===== src/rtl/cch_pkg.sv =====
// cch_pkg: constants shared by the common command handler files.
// assumes an 8-bit ascii byte stream in and out, one clock (mclk_in).
package cch_pkg;
  localparam int          LINE_LEN   = 8;
  localparam int          IDX_W      = 3;
  localparam int          RSP_LEN    = 32;
  localparam int          RSP_W      = 5;
  localparam logic [7:0]  CH_NL      = 8'h0A;
  localparam logic [7:0]  CH_CR      = 8'h0D;
  localparam logic [7:0]  CH_STAR    = 8'h2A;
  localparam logic [7:0]  CH_QM      = 8'h3F;
  localparam logic [7:0]  CH_ZERO    = 8'h30;
  localparam logic [7:0]  CH_ONE     = 8'h31;
  localparam logic [7:0]  CH_TWO     = 8'h32;
  localparam logic [7:0]  CH_COMMA   = 8'h2C;
  localparam logic [7:0]  CH_CASE    = 8'h20;
  localparam logic [1:0]  RUN_CONT   = 2'h0;
  localparam logic [1:0]  RUN_TRIG   = 2'h1;
  localparam logic [1:0]  RUN_GATED  = 2'h2;
  localparam logic [1:0]  RUN_BURST  = 2'h3;
  localparam int          STB_MAV    = 4;
  localparam int          STB_ESB    = 5;
  localparam int          STB_RQS    = 6;
  localparam int          ESR_OPC    = 0;
  localparam int          ESR_CME    = 5;
  // interrupt status layout
  localparam int          IRQ_W      = 4;
  localparam int          IRQ_ERR    = 0;
  localparam int          IRQ_TRG    = 1;
  localparam int          IRQ_RST    = 2;
  localparam int          IRQ_RSP    = 3;
  localparam logic [3:0]  ADR_IRQ_ST = 4'h0;
  localparam logic [3:0]  ADR_IRQ_CL = 4'h1;
  localparam logic [3:0]  ADR_IRQ_EN = 4'h2;
  localparam logic [3:0]  ADR_CFG    = 4'h3;
  localparam logic [3:0]  ADR_STB    = 4'h4;
  localparam logic [3:0]  ADR_ESR    = 4'h5;
  localparam logic [3:0]  ADR_OPT    = 4'h6;
  localparam logic [3:0]  ADR_ERRCNT = 4'h7;
  localparam logic [7:0]  CFG_RESET  = 8'h00;
  localparam logic [1:0]  OPT_RESET  = 2'h1;
  typedef enum logic [3:0] {
    CCH_CMD_NONE = 4'h0,
    CCH_CMD_RST  = 4'h1,
    CCH_CMD_TRG  = 4'h2,
    CCH_CMD_CLS  = 4'h3,
    CCH_CMD_OPC  = 4'h4,
    CCH_CMD_STB  = 4'h5,
    CCH_CMD_IDN  = 4'h6,
    CCH_CMD_OPT  = 4'h7,
    CCH_CMD_BAD  = 4'h8
  } cch_cmd_t;
endpackage : cch_pkg


===== src/rtl/cch_decode.sv =====
// cch_decode: collects one command line and names the common command in it.
// assumes bytes arrive one per cycle with a valid pulse; newline ends a line.
module cch_decode (
  input  wire logic              mclk_in,
  input  wire logic              rstn_in,
  input  wire logic              byte_vld_in,
  input  wire logic [7:0]        byte_in,
  output cch_pkg::cch_cmd_t      cmd_out,
  output logic                   cmd_vld_out
);
  logic [7:0]                    buf_reg [cch_pkg::LINE_LEN];
  logic [cch_pkg::IDX_W:0]       len_reg;
  logic [7:0]                    up;
  cch_pkg::cch_cmd_t             cmd_next;

  // upper-case fold so lower-case commands match too
  always_comb begin
    up = byte_in;
    if (byte_in >= 8'h61 && byte_in <= 8'h7A) begin
      up = byte_in - cch_pkg::CH_CASE;
    end
  end

  function automatic logic m3(input logic [7:0] a, input logic [7:0] b, input logic [7:0] c,
                              input logic [7:0] x, input logic [7:0] y, input logic [7:0] z);
    m3 = (a == x) && (b == y) && (c == z);
  endfunction

  always_comb begin
    cmd_next = cch_pkg::CCH_CMD_BAD;
    if (len_reg == 4'h4 && buf_reg[0] == cch_pkg::CH_STAR) begin
      if (m3(buf_reg[1], buf_reg[2], buf_reg[3], 8'h52, 8'h53, 8'h54)) cmd_next = cch_pkg::CCH_CMD_RST;
      if (m3(buf_reg[1], buf_reg[2], buf_reg[3], 8'h54, 8'h52, 8'h47)) cmd_next = cch_pkg::CCH_CMD_TRG;
      if (m3(buf_reg[1], buf_reg[2], buf_reg[3], 8'h43, 8'h4C, 8'h53)) cmd_next = cch_pkg::CCH_CMD_CLS;
    end else if (len_reg == 4'h5 && buf_reg[0] == cch_pkg::CH_STAR &&
                 buf_reg[4] == cch_pkg::CH_QM) begin
      if (m3(buf_reg[1], buf_reg[2], buf_reg[3], 8'h4F, 8'h50, 8'h43)) cmd_next = cch_pkg::CCH_CMD_OPC;
      if (m3(buf_reg[1], buf_reg[2], buf_reg[3], 8'h53, 8'h54, 8'h42)) cmd_next = cch_pkg::CCH_CMD_STB;
      if (m3(buf_reg[1], buf_reg[2], buf_reg[3], 8'h49, 8'h44, 8'h4E)) cmd_next = cch_pkg::CCH_CMD_IDN;
      if (m3(buf_reg[1], buf_reg[2], buf_reg[3], 8'h4F, 8'h50, 8'h54)) cmd_next = cch_pkg::CCH_CMD_OPT;
    end else if (len_reg == 4'h0) begin
      cmd_next = cch_pkg::CCH_CMD_NONE;
    end
  end

  always_ff @(posedge mclk_in or negedge rstn_in) begin
    if (!rstn_in) begin
      len_reg     <= '0;
      cmd_out     <= cch_pkg::CCH_CMD_NONE;
      cmd_vld_out <= 1'b0;
      for (int i = 0; i < cch_pkg::LINE_LEN; i++) begin
        buf_reg[i] <= 8'h00;
      end
    end else begin
      cmd_vld_out <= 1'b0;
      if (byte_vld_in) begin
        if (byte_in == cch_pkg::CH_CR) begin
          len_reg <= len_reg;
        end else if (byte_in == cch_pkg::CH_NL) begin
          cmd_out     <= cmd_next;
          cmd_vld_out <= (cmd_next != cch_pkg::CCH_CMD_NONE);
          len_reg     <= '0;
        end else if (len_reg < 4'(cch_pkg::LINE_LEN)) begin
          buf_reg[len_reg[cch_pkg::IDX_W-1:0]] <= up;
          len_reg <= len_reg + 4'h1;
        end else begin
          // overlong lines stay marked as too long and decode as bad
          len_reg <= len_reg;
        end
      end
    end
  end
endmodule : cch_decode


===== src/rtl/cch_rsp_rom.sv =====
// cch_rsp_rom: identity string storage with a registered read port.
// assumes the caller holds the address one cycle before using the data.
module cch_rsp_rom #(
  parameter logic [7:0] MAKER_CH = 8'h41,  // arbitrary value
  parameter logic [7:0] MODEL_CH = 8'h42   // arbitrary value
) (
  input  wire logic                    mclk_in,
  input  wire logic                    rstn_in,
  input  wire logic [cch_pkg::RSP_W-1:0] addr_in,
  output logic [7:0]                   data_out
);
  logic [7:0] rom [8];
  always_comb begin
    rom[0] = MAKER_CH;
    rom[1] = cch_pkg::CH_COMMA;
    rom[2] = MODEL_CH;
    rom[3] = cch_pkg::CH_COMMA;
    rom[4] = cch_pkg::CH_ZERO;
    rom[5] = cch_pkg::CH_COMMA;
    rom[6] = cch_pkg::CH_ZERO;
    rom[7] = cch_pkg::CH_NL;
  end
  always_ff @(posedge mclk_in or negedge rstn_in) begin
    if (!rstn_in) begin
      data_out <= 8'h00;
    end else begin
      data_out <= rom[addr_in[2:0]];
    end
  end
endmodule : cch_rsp_rom


===== src/rtl/cch_top.sv =====
// cch_top: common command handler with response sender and register port.
// assumes a byte source with valid pulses and a sink that pulls response bytes.
//
// Contract
// - reset command restores the default cfg setting; the option setting is kept
// - trigger acts only in trig/burst, bus source
// - clear status clears summary and events
// - opc query answers 1 after prior work
// - input held off until opc answer read
// - status query returns serial poll value
// - status query leaves bit 6 set
// - identity answer has four comma fields
// - fields hold maker, model, serial, options
// - missing identity fields answer ascii zero
// - option query answers 1 or 2
// - carriage returns are ignored
// - every response ends with newline
module cch_top (
  input  wire logic        mclk_in,
  input  wire logic        rstn_in,
  input  wire logic        byte_vld_in,
  input  wire logic [7:0]  byte_in,
  input  wire logic        busy_in,
  input  wire logic        rsp_rd_in,
  input  wire logic        poll_in,
  input  wire logic [3:0]  reg_addr_in,
  input  wire logic [7:0]  reg_wdata_in,
  input  wire logic        reg_wr_in,
  input  wire logic        reg_rd_in,
  output logic [7:0]       reg_rdata_out,
  output logic             rsp_vld_out,
  output logic [7:0]       rsp_byte_out,
  output logic             hold_off_out,
  output logic             trig_out,
  output logic             dflt_out,
  output logic [7:0]       stb_out,
  output logic             irq_out
);
  cch_pkg::cch_cmd_t          cmd;
  logic                       cmd_vld;
  logic [7:0]                 cfg_reg;
  logic [1:0]                 opt_reg;
  logic [7:0]                 esr_reg;
  logic [7:0]                 err_cnt_reg;
  logic                       rqs_reg;
  logic [cch_pkg::IRQ_W-1:0]  irq_st_reg;
  logic [cch_pkg::IRQ_W-1:0]  irq_en_reg;
  logic [cch_pkg::IRQ_W-1:0]  irq_ev;
  logic                       opc_pend_reg;
  logic [cch_pkg::RSP_W-1:0]  rsp_addr_reg;
  logic [cch_pkg::RSP_W-1:0]  rsp_addr_next;
  logic                       rsp_rom_reg;
  logic                       rsp_active_reg;
  logic [7:0]                 rsp_b0_reg;
  logic                       rsp_first_reg;
  logic [7:0]                 rom_data;
  logic [7:0]                 stb_val;
  logic                       cmd_in_vld;
  logic                       bus_trig;
  logic [1:0]                 run_mode;

  assign run_mode = cfg_reg[1:0];
  assign bus_trig = cfg_reg[2];
  // bytes wait while an answer is pending
  assign cmd_in_vld = byte_vld_in && !hold_off_out;

  cch_decode u_dec (
    .mclk_in     (mclk_in),
    .rstn_in     (rstn_in),
    .byte_vld_in (cmd_in_vld),
    .byte_in     (byte_in),
    .cmd_out     (cmd),
    .cmd_vld_out (cmd_vld)
  );

  // rom read data is registered, so it is addressed one step ahead of the sender
  always_comb begin
    rsp_addr_next = rsp_addr_reg;
    if (!rsp_active_reg && cmd_vld) begin
      rsp_addr_next = '0;
    end else if (rsp_active_reg && rsp_vld_out && rsp_rd_in) begin
      rsp_addr_next = rsp_addr_reg + 5'h01;
    end
  end

  cch_rsp_rom u_rom (
    .mclk_in  (mclk_in),
    .rstn_in  (rstn_in),
    .addr_in  (rsp_addr_next),
    .data_out (rom_data)
  );

  // same value a serial poll gives
  always_comb begin
    stb_val = 8'h00;
    stb_val[cch_pkg::STB_MAV] = rsp_active_reg;
    stb_val[cch_pkg::STB_ESB] = |esr_reg;
    stb_val[cch_pkg::STB_RQS] = rqs_reg;
  end

  // request-service latch; only a serial poll or clear drops it
  always_ff @(posedge mclk_in or negedge rstn_in) begin
    if (!rstn_in) begin
      rqs_reg <= 1'b0;
    // clear status wins, its cause goes too
    end else if (cmd_vld && cmd == cch_pkg::CCH_CMD_CLS) begin
      rqs_reg <= 1'b0;
    end else if (|esr_reg) begin
      rqs_reg <= 1'b1;
    end else if (poll_in) begin
      rqs_reg <= 1'b0;
    end
  end

  always_ff @(posedge mclk_in or negedge rstn_in) begin
    if (!rstn_in) begin
      esr_reg     <= 8'h00;
      err_cnt_reg <= 8'h00;
    end else if (cmd_vld) begin
      if (cmd == cch_pkg::CCH_CMD_CLS) begin
        esr_reg <= 8'h00;
      end else if (cmd == cch_pkg::CCH_CMD_BAD) begin
        esr_reg[cch_pkg::ESR_CME] <= 1'b1;
        err_cnt_reg <= err_cnt_reg + 8'h01;
      end
    end
  end

  always_ff @(posedge mclk_in or negedge rstn_in) begin
    if (!rstn_in) begin
      cfg_reg  <= cch_pkg::CFG_RESET;
      opt_reg  <= cch_pkg::OPT_RESET;
      dflt_out <= 1'b0;
    end else begin
      dflt_out <= cmd_vld && cmd == cch_pkg::CCH_CMD_RST;
      if (cmd_vld && cmd == cch_pkg::CCH_CMD_RST) begin
        cfg_reg <= cch_pkg::CFG_RESET;
      end else if (reg_wr_in && reg_addr_in == cch_pkg::ADR_CFG) begin
        cfg_reg <= reg_wdata_in;
      end
      // option kept to 1 or 2
      if (reg_wr_in && reg_addr_in == cch_pkg::ADR_OPT) begin
        opt_reg <= (reg_wdata_in[1:0] == 2'h2) ? 2'h2 : 2'h1;
      end
    end
  end

  // trigger gated by mode and source
  always_ff @(posedge mclk_in or negedge rstn_in) begin
    if (!rstn_in) begin
      trig_out <= 1'b0;
    end else begin
      trig_out <= cmd_vld && cmd == cch_pkg::CCH_CMD_TRG && bus_trig &&
                  (run_mode == cch_pkg::RUN_TRIG || run_mode == cch_pkg::RUN_BURST);
    end
  end

  // response sender: one byte per rsp_rd_in pulse, newline ends each answer
  always_ff @(posedge mclk_in or negedge rstn_in) begin
    if (!rstn_in) begin
      rsp_active_reg <= 1'b0;
      rsp_rom_reg    <= 1'b0;
      rsp_addr_reg   <= '0;
      rsp_b0_reg     <= 8'h00;
      rsp_first_reg  <= 1'b0;
      opc_pend_reg   <= 1'b0;
      rsp_vld_out    <= 1'b0;
      rsp_byte_out   <= 8'h00;
    end else begin
      if (!rsp_active_reg && cmd_vld) begin
        rsp_addr_reg  <= '0;
        rsp_first_reg <= 1'b1;
        unique case (cmd)
          // answer after prior work is done
          cch_pkg::CCH_CMD_OPC: begin
            opc_pend_reg <= 1'b1;
          end
          cch_pkg::CCH_CMD_STB: begin
            rsp_active_reg <= 1'b1;
            rsp_b0_reg     <= stb_val;
          end
          cch_pkg::CCH_CMD_IDN: begin
            rsp_active_reg <= 1'b1;
            rsp_rom_reg    <= 1'b1;
          end
          cch_pkg::CCH_CMD_OPT: begin
            rsp_active_reg <= 1'b1;
            rsp_b0_reg     <= (opt_reg == 2'h2) ? cch_pkg::CH_TWO : cch_pkg::CH_ONE;
          end
          default: begin
            rsp_first_reg <= 1'b0;
          end
        endcase
      end else if (opc_pend_reg && !busy_in) begin
        opc_pend_reg   <= 1'b0;
        rsp_active_reg <= 1'b1;
        rsp_b0_reg     <= cch_pkg::CH_ONE;
      end
      rsp_vld_out <= rsp_active_reg;
      if (rsp_rom_reg) begin
        rsp_byte_out <= rom_data;
      end else begin
        rsp_byte_out <= rsp_first_reg ? rsp_b0_reg : cch_pkg::CH_NL;
      end
      if (rsp_active_reg && rsp_vld_out && rsp_rd_in) begin
        rsp_vld_out <= 1'b0;
        if (rsp_byte_out == cch_pkg::CH_NL) begin
          rsp_active_reg <= 1'b0;
          rsp_rom_reg    <= 1'b0;
        end
        rsp_first_reg <= 1'b0;
        rsp_addr_reg  <= rsp_addr_reg + 5'h01;
      end
    end
  end

  // hold off while an answer waits
  always_ff @(posedge mclk_in or negedge rstn_in) begin
    if (!rstn_in) begin
      hold_off_out <= 1'b0;
      stb_out      <= 8'h00;
    end else begin
      hold_off_out <= opc_pend_reg || rsp_active_reg || cmd_vld;
      stb_out      <= stb_val;
    end
  end

  // error, trigger, reset and answer-start events visible to controller
  always_comb begin
    irq_ev = '0;
    irq_ev[cch_pkg::IRQ_ERR] = cmd_vld && cmd == cch_pkg::CCH_CMD_BAD;
    irq_ev[cch_pkg::IRQ_TRG] = trig_out;
    irq_ev[cch_pkg::IRQ_RST] = dflt_out;
    irq_ev[cch_pkg::IRQ_RSP] = rsp_active_reg && !rsp_vld_out && rsp_first_reg;
  end

  // set wins over a clear in the same cycle
  always_ff @(posedge mclk_in or negedge rstn_in) begin
    if (!rstn_in) begin
      irq_st_reg <= '0;
      irq_en_reg <= '0;
      irq_out    <= 1'b0;
    end else begin
      if (reg_wr_in && reg_addr_in == cch_pkg::ADR_IRQ_CL) begin
        irq_st_reg <= (irq_st_reg & ~reg_wdata_in[cch_pkg::IRQ_W-1:0]) | irq_ev;
      end else begin
        irq_st_reg <= irq_st_reg | irq_ev;
      end
      if (reg_wr_in && reg_addr_in == cch_pkg::ADR_IRQ_EN) begin
        irq_en_reg <= reg_wdata_in[cch_pkg::IRQ_W-1:0];
      end
      irq_out <= |(irq_st_reg & irq_en_reg);
    end
  end

  always_ff @(posedge mclk_in or negedge rstn_in) begin
    if (!rstn_in) begin
      reg_rdata_out <= 8'h00;
    end else begin
      reg_rdata_out <= 8'h00;
      if (reg_rd_in) begin
        unique case (reg_addr_in)
          cch_pkg::ADR_IRQ_ST: reg_rdata_out <= {4'h0, irq_st_reg};
          cch_pkg::ADR_IRQ_EN: reg_rdata_out <= {4'h0, irq_en_reg};
          cch_pkg::ADR_CFG:    reg_rdata_out <= cfg_reg;
          cch_pkg::ADR_STB:    reg_rdata_out <= stb_val;
          cch_pkg::ADR_ESR:    reg_rdata_out <= esr_reg;
          cch_pkg::ADR_OPT:    reg_rdata_out <= {6'h00, opt_reg};
          cch_pkg::ADR_ERRCNT: reg_rdata_out <= err_cnt_reg;
          default:             reg_rdata_out <= 8'h00;
        endcase
      end
    end
  end

  property p_trig_gate;
    @(posedge mclk_in) disable iff (!rstn_in)
      trig_out |-> $past(bus_trig) &&
        ($past(run_mode) == cch_pkg::RUN_TRIG || $past(run_mode) == cch_pkg::RUN_BURST);
  endproperty
  a_trig_gate: assert property (p_trig_gate) else $error("trigger outside bus trig mode");

  property p_rst_cfg;
    @(posedge mclk_in) disable iff (!rstn_in)
      (cmd_vld && cmd == cch_pkg::CCH_CMD_RST && !reg_wr_in) |=> cfg_reg == cch_pkg::CFG_RESET;
  endproperty
  a_rst_cfg: assert property (p_rst_cfg) else $error("reset left settings");

  property p_cls;
    @(posedge mclk_in) disable iff (!rstn_in)
      (cmd_vld && cmd == cch_pkg::CCH_CMD_CLS) |=> esr_reg == 8'h00;
  endproperty
  a_cls: assert property (p_cls) else $error("clear status left events");

  property p_opc_wait;
    @(posedge mclk_in) disable iff (!rstn_in)
      (opc_pend_reg && busy_in) |=> opc_pend_reg;
  endproperty
  a_opc_wait: assert property (p_opc_wait) else $error("opc answered while busy");

  property p_hold;
    @(posedge mclk_in) disable iff (!rstn_in)
      opc_pend_reg |=> hold_off_out;
  endproperty
  a_hold: assert property (p_hold) else $error("no hold off while opc pending");

  property p_rqs_keep;
    @(posedge mclk_in) disable iff (!rstn_in)
      (rqs_reg && !poll_in && !(cmd_vld && cmd == cch_pkg::CCH_CMD_CLS)) |=> rqs_reg;
  endproperty
  a_rqs_keep: assert property (p_rqs_keep) else $error("service bit lost");

  property p_opt_val;
    @(posedge mclk_in) disable iff (!rstn_in)
      opt_reg == 2'h1 || opt_reg == 2'h2;
  endproperty
  a_opt_val: assert property (p_opt_val) else $error("option out of range");

  property p_bad_quiet;
    @(posedge mclk_in) disable iff (!rstn_in)
      (cmd_vld && cmd == cch_pkg::CCH_CMD_BAD && !reg_wr_in) |=> $stable(cfg_reg) && !trig_out;
  endproperty
  a_bad_quiet: assert property (p_bad_quiet) else $error("bad command changed state");
endmodule : cch_top

===== config.mk =====
export PLATFORM = sky130hd
export DESIGN_NAME = cch_top
export DESIGN_NICKNAME = d
export VERILOG_FILES = /design/src/rtl/cch_pkg.sv /design/src/rtl/cch_decode.sv /design/src/rtl/cch_rsp_rom.sv /design/src/rtl/cch_top.sv
export SDC_FILE = /design/constraint.sdc
export NUM_CORES = 1
export LEC_CHECK = 0
export ABC_AREA = 1
export ABC_CLOCK_PERIOD_IN_PS = 1900
export BUFFER_PORTS_ARGS = -buffer_cell sky130_fd_sc_hd__buf_2
export CORE_AREA = 4 4 105 107
export DETAILED_ROUTE_END_ITERATION = 8
export DIE_AREA = 0 0 109 111
export MAX_ROUTING_LAYER = met4
export PLACE_DENSITY = 0.79
export SLEW_MARGIN = 20
export SYNTH_ARGS = -nofsm -noshare
export SYNTH_HDL_FRONTEND = slang
export SYNTH_SLANG_ARGS = --single-unit

===== constraint.sdc =====
create_clock -name mclk_in -period 1.9 [get_ports mclk_in]
set_input_delay 0 -clock mclk_in [delete_from_list [all_inputs] [get_ports mclk_in]]
set_output_delay 0 -clock mclk_in [all_outputs]
set_load 0.01 [all_outputs]

==> results of run 1 <==
[path summary, 6_finish.rpt]
| kind | end | slack (ps) |
|---|---|---|
| setup / recovery | u_dec.cmd_out[1] | 50 |
| max in group asynchronous | opt_reg[0] | 1220 |
| hold reg to reg | rsp_byte_out[2] | 430 |
| hold / removal | reg_rdata_out[7] | 20 |
| min in group mclk_in | reg_rdata_out[5] | 290 |
| setup reg to reg | u_dec.cmd_out[1] | 50 |
[stage by stage]
step / cell area [µm²] / hold WS [ps] / instances / setup slack (ps) / util
2_1_floorplan: 5580 / -296 / 641 / 198 / -
3_3_place_gp: 6000 / 7.12 / 822 / 296 / 0.592
3_5_place_dp: 6000 / 15.4 / 822 / 210 / 0.592
4_1_cts: 6900 / 15.3 / 884 / 109 / 0.681
5_1_grt: 6900 / 53.3 / 884 / 11.8 / 0.681
6_report: 6900 / 17.4 / 884 / 54.6 / 0.681
[Yosys cell counts (all sizes together)]
cell    count
nor3b       1
a32o        1
nor2       72
xor2        8
nand4      17
conb        1
o31ai       1
a21oi      14
o21ai      75
nor4        4
a221oi      1
nand2     135
a22oi       3
a41oi       1
nor3       14
inv       100
o22ai       4
mux2        1
o221ai      2
a31oi       1
xnor2       1
o21a        2
o211ai      2
o21bai      2
nand3      26
o32ai       1
dfrtp     118
nand3b      2
dfstp       1
a211oi      2
clkinv      1
buf        12
or2         3
ha          7
[critical path: stages, from the launching register on]
cell and delay (ps):
dfrtp_1 490, inv_1 160, ha_1 190, inv_1 60, nor3_1 450, a21oi_1 150
nand3b_1 220, nand2_1 70
[cells by family (layout without fill, tap and decap cells)]
family	count (synthesis)	in the layout	share of synthesized area
AND/OR/NAND/NOR	274	274	0.233
AO/OA/AOI/OAI	112	112	0.113
flip-flops	119	119	0.535
multiplexers	1	1	0.00202
XOR/XNOR	9	9	0.0155
buffers and inverters	113	220	0.0850
other	1	6	0.000674
adder cells (fa/ha/maj)	7	7	0.0157
[placed cells by master (no fill, tap or decap), drive strengths merged, types with 5 or more instances in the layout]
cell type	instances
dlygate4sd3	30
conb	6
xor2	8
nand4	17
clkinv	5
nor2	72
nand2	135
nor3	14
nand3	26
dfrtp	118
inv	106
ha	7
o21ai	75
buf	57
a21oi	14
clkbuf	17
[power by group through the flow]
stage	Sequential, mW	Clock, mW	Combinational [mW]
after global routing	3.71	3.43	2.19
final	3.64	3.26	1.92
after global placement	3.62	0	1.75
after CTS	3.63	3.30	1.92
after floorplan	3.60	0	1.29
after detailed placement	3.66	0	1.83
[layout make-up]
| type | instances | area (µm²) |
|---|---|---|
| Clock buffer | 17 | 414 |
| Clock inverter | 15 | 191 |
| Fill cell | 729 | 3240 |
| Inverter | 101 | 385 |
| Multi-Input combinational cell | 409 | 2130 |
| Sequential cell | 119 | 2980 |
| Tap cell | 136 | 170 |
| Timing Repair Buffer | 87 | 631 |
[layer usage]
metal / vias up / GRT usage / wire [µm]
met5: - / - / 0
met4: 0 / 0.0943 / 395
met3: 42 / 0.0518 / 767
met2: 192 / 0.395 / 6630
met1: 2199 / 0.290 / 5500
li1: 2256 / - / -
[timing repair]
action                                  4_1_cts  5_1_grt
hold buffers                                 30        0
endpoints found under the setup margin        0        1
endpoints found under the hold margin       193        0
==> flow_summary.json, run 1 <==
{
  "seq_area_frac_synth": 0.535,
  "fp.coreArea_um2": 10100,
  "slew_headroom": 0.631,
  "combPwrFrac": 0.218,
  "synthCells": 636,
  "powerDensity_nw_per_um2": 1280,
  "rows": 37,
  "power_frac_seq": 0.413,
  "setup_viol": 0,
  "drive_gt1_frac": 0.166,
  "final_hold_viol_count": 0,
  "path_class": "register to register",
  "r2r-start": "u_dec.len_reg[0]",
  "slew_viol_final": 0,
  "max_clock_freq_mhz": 542,
  "p_sw_mw": 2.89,
  "avgSynthCellArea_um2": 8.75,
  "arrival_ps": 2300,
  "pwr-share-clk": 0.369,
  "post_cts_buffers": 0,
  "ys_seq_elements": 119,
  "die_h_um": 111,
  "p_leak_nw": 3.38,
  "cp-end-kind": "register",
  "antenna_found_initial": 0,
  "hp-class": "primary input to async pin",
  "grt_max_degree": 42,
  "synthDistinctLibCells": 51,
  "rsz0062_at_grt": "false",
  "hpwl_mm": 9.06,
  "drtPass1Iterations": 6,
  "port_buffers": 50,
  "setup-tns-final_ps": 0,
  "required_ps": 2350,
  "place_congestion": 0.923,
  "die_area_um2": 12100,
  "grt_overflow": 0,
  "period_needed_ps": 1850,
  "drv_cap": 0,
  "cts_buffers": 17,
  "routedWlPerCell_um": 15.0,
  "clk_path_buf_depth": 2,
  "clock_sinks": 119,
  "io_pins": 57,
  "clk_latency_ps": 510,
  "ff2ff_path_depth": 7,
  "p_int_mw": 5.93,
  "syn-cell-area_um2": 5570,
  "power_mw": 8.82,
  "grt_first_pass_wirelength_mm": 22.4,
  "vias": 4689,
  "cts_tree": "built",
  "skew_ps": 6.72,
  "viasPerCell": 5.30,
  "die_w_um": 109,
  "outcome": "complete, no violations",
  "grt_use_total": 0.242,
  "cts_resized": 0,
  "yosysTopAreaCellShare": 0.531,
  "root_buffer": "clkbuf_8",
  "p_sw_frac": 0.328,
  "drt_wl_total_mm": 13.3,
  "drc_errors": 0,
  "yosysTopAreaCell": "dfrtp_1",
  "min_period_over_period": 0.971,
  "htreeDepth": 4,
  "largest_reg_flops": 40,
  "tightest_slew_ps": 553,
  "start_kind": "register",
  "path_clk_slew_ps": 60,
  "postRouteAntennaNets": 0,
  "start_util": 0.549,
  "yosysWarnings": 0,
  "grt_pass1_vias": 4806,
  "diodes": 0,
  "drtIter0Drc": 285,
  "nets": 770,
  "cp_max_fo": 6,
  "critPathLaunch": "u_dec.len_reg[0]",
  "syn_to_final_growth_pct": 24.0,
  "ir_worst_vdd_v": 0.000734,
  "ys_top_cells_by_area": "dfrtp_1 53%, nand2_1 8.9%, inv_1 6.3%"
}
No activity file was read; power rests on OpenSTA's default activity.
==> run 2, diff against run 1 <==
--- a/config.mk
+++ b/config.mk
@@ -6,12 +6,11 @@
 export NUM_CORES = 1
 export LEC_CHECK = 0
 export ABC_AREA = 1
-export ABC_CLOCK_PERIOD_IN_PS = 1900
+export ABC_CLOCK_PERIOD_IN_PS = 1700
 export BUFFER_PORTS_ARGS = -buffer_cell sky130_fd_sc_hd__buf_2
 export CORE_AREA = 4 4 105 107
 export DETAILED_ROUTE_END_ITERATION = 8
 export DIE_AREA = 0 0 109 111
-export MAX_ROUTING_LAYER = met4
 export PLACE_DENSITY = 0.79
 export SLEW_MARGIN = 20
 export SYNTH_ARGS = -nofsm -noshare
==> constraint.sdc (replaced) <==
create_clock -name mclk_in -period 1.7 [get_ports mclk_in]
set_input_delay 0 -clock mclk_in [delete_from_list [all_inputs] [get_ports mclk_in]]
set_output_delay 0 -clock mclk_in [all_outputs]
set_load 0.01 [all_outputs]
==> run 2 against run 1 <==
Compared with the run above:
- non-clock buffer count rose by 5
- sequential power rose by 12%
- cell count rose by 0.57%
- critical path depth did not move
- clock power rose by 12%
- first-iteration DRC count fell by 6.0%
- setup slack improved by 23 ps
- clock skew fell by 0.87 ps
==> flow_summary.json, run 2 (synthesis results as in run 1) <==
{
  "outcome": "complete, no violations",
  "antenna_found_initial": 0,
  "hpwl_mm": 8.59,
  "vias": 4695,
  "drive_gt1_frac": 0.181,
  "final_hold_viol_count": 0,
  "port_buffers": 50,
  "drt_wl_total_mm": 12.9,
  "skew_ps": 5.85,
  "layout_common_cells": "131 x nand2_1, 118 x dfrtp_1, 91 x inv_1",
  "dp_slack_ps": 77.9,
  "diodes": 0,
  "drc_errors": 0,
  "powerDensity_nw_per_um2": 1420,
  "nets": 775,
  "setup_viol": 0,
  "path_clk_slew_ps": 60,
  "r2r_slack_ps": 90,
  "path_class": "primary input to register",
  "grt_use_total": 0.229,
  "place_congestion": 0.941,
  "fp.coreArea_um2": 10100,
  "grt_first_pass_wirelength_mm": 21.6,
  "slew_headroom": 0.586,
  "p_leak_nw": 3.41,
  "drtIter0Drc": 268,
  "slew_viol_final": 0,
  "final_common_cell": "nand2_1",
  "placed_area_um2": 6000,
  "hp-class": "primary input to register",
  "cts_tree": "built",
  "grt_pass1_vias": 4552,
  "ir_worst_vdd_v": 0.00109,
  "largest_reg_flops": 40,
  "die_w_um": 109,
  "fin_ws_ps": 77.8,
  "io_pins": 57,
  "routedWlPerCell_um": 14.5,
  "required_ps": 2090,
  "tightest_slew_ps": 621,
  "viasPerCell": 5.28,
  "rows": 37,
  "clock_sinks": 119,
  "die_area_um2": 12100,
  "drv_cap": 0,
  "htreeDepth": 4,
  "grt_overflow": 0,
  "arrival_ps": 2010,
  "start_kind": "primary input",
  "clk_path_buf_depth": 2,
  "fill_cells": 735,
  "regArea_um2": 2980,
  "min_period_over_period": 0.954,
  "cp-end-kind": "register",
  "period_needed_ps": 1620,
  "multi_input_area_um2": 2160,
  "max_clock_freq_mhz": 616,
  "cts_buffers": 17,
  "cp_max_fo": 4,
  "postRouteAntennaNets": 0,
  "syn_to_final_growth_pct": 24.9,
  "clk_latency_ps": 520,
  "drtPass1Iterations": 5,
  "grt_max_degree": 120,
  "start_util": 0.549,
  "root_buffer": "clkbuf_8",
  "die_h_um": 111,
  "final_area_um2": 6950
}
## run 2: changes by cell type in the layout (fill, tap and decap cells not counted), moves of 4 or more
| cell | before | now |
|---|---|---|
| nor2_2 | 5 | 10 |
| buf_4 | 6 | 12 |
| clkbuf_1 | 0 | 4 |
| nor2_1 | 64 | 59 |
| inv_6 | 6 | 1 |
## run 2: what timing repair did
action,4_1_cts,5_1_grt
endpoints found under the hold margin,195,0
gates resized for setup,0,12
setup buffers,0,4
setup endpoints to repair,0,15
hold buffers,29,0
## run 2: stage by stage
stage / hold WS (ps) / utilization / instances / total power, mW / TNS [ps]
after floorplan: -296 / - / 641 / 5.47 / 0
after global placement: 128 / 0.592 / 824 / 6.00 / 0
after detailed placement: 137 / 0.592 / 824 / 6.13 / 0
after CTS: 13.0 / 0.680 / 885 / 9.86 / 0
after global routing: 84.7 / 0.686 / 889 / 10.5 / -7.88
final: 41.3 / 0.686 / 889 / 9.88 / 0
## run 2: area by class of cell
cell class | instances | area share
Sequential cell | 119 | 0.428
Multi-Input combinational cell | 409 | 0.310
Timing Repair Buffer | 92 | 0.0945
Clock buffer | 23 | 0.0657
Inverter | 101 | 0.0554
Tap cell | 136 | 0.0245
Clock inverter | 9 | 0.0212
## run 2: path summary, 6_finish.rpt
path                                start           endpoint  depth (start not counted)
setup / recovery           reg_addr_in[2]      irq_st_reg[3]                          7
hold / removal             reg_addr_in[3]   reg_rdata_out[7]                          6
setup reg to reg           rsp_active_reg  u_rom.data_out[5]                          6
hold reg to reg                   rqs_reg         stb_out[6]                          0
max in group asynchronous         rstn_in  u_dec.buf_reg[62]                          3
min in group asynchronous         rstn_in   reg_rdata_out[5]                          3
## run 2: routing by layer
metal | global-route usage | part of all wire
met3 | 0.0617 | 0.061
met2 | 0.373 | 0.50
met4 | 0.0934 | 0.022
met1 | 0.286 | 0.41
met5 | 0 | 0
## run 2: where the power goes
part / internal [mW] / total [mW] / leakage, nW / switching, mW
Clock: 2.45 / 3.64 / 0.296 / 1.20
Sequential: 3.55 / 4.06 / 1.53 / 0.503
Combinational: 0.834 / 2.18 / 1.58 / 1.35
Total: 6.83 / 9.88 / 3.41 / 3.05
## run 2: worst max-delay path, stage by stage
cell and delay [ps]:
dlygate4sd3_1 530, buf_2 130, nor2_2 150, dlygate4sd3_1 630
nand4_1 180, o21ai_1 270, o31ai_1 120
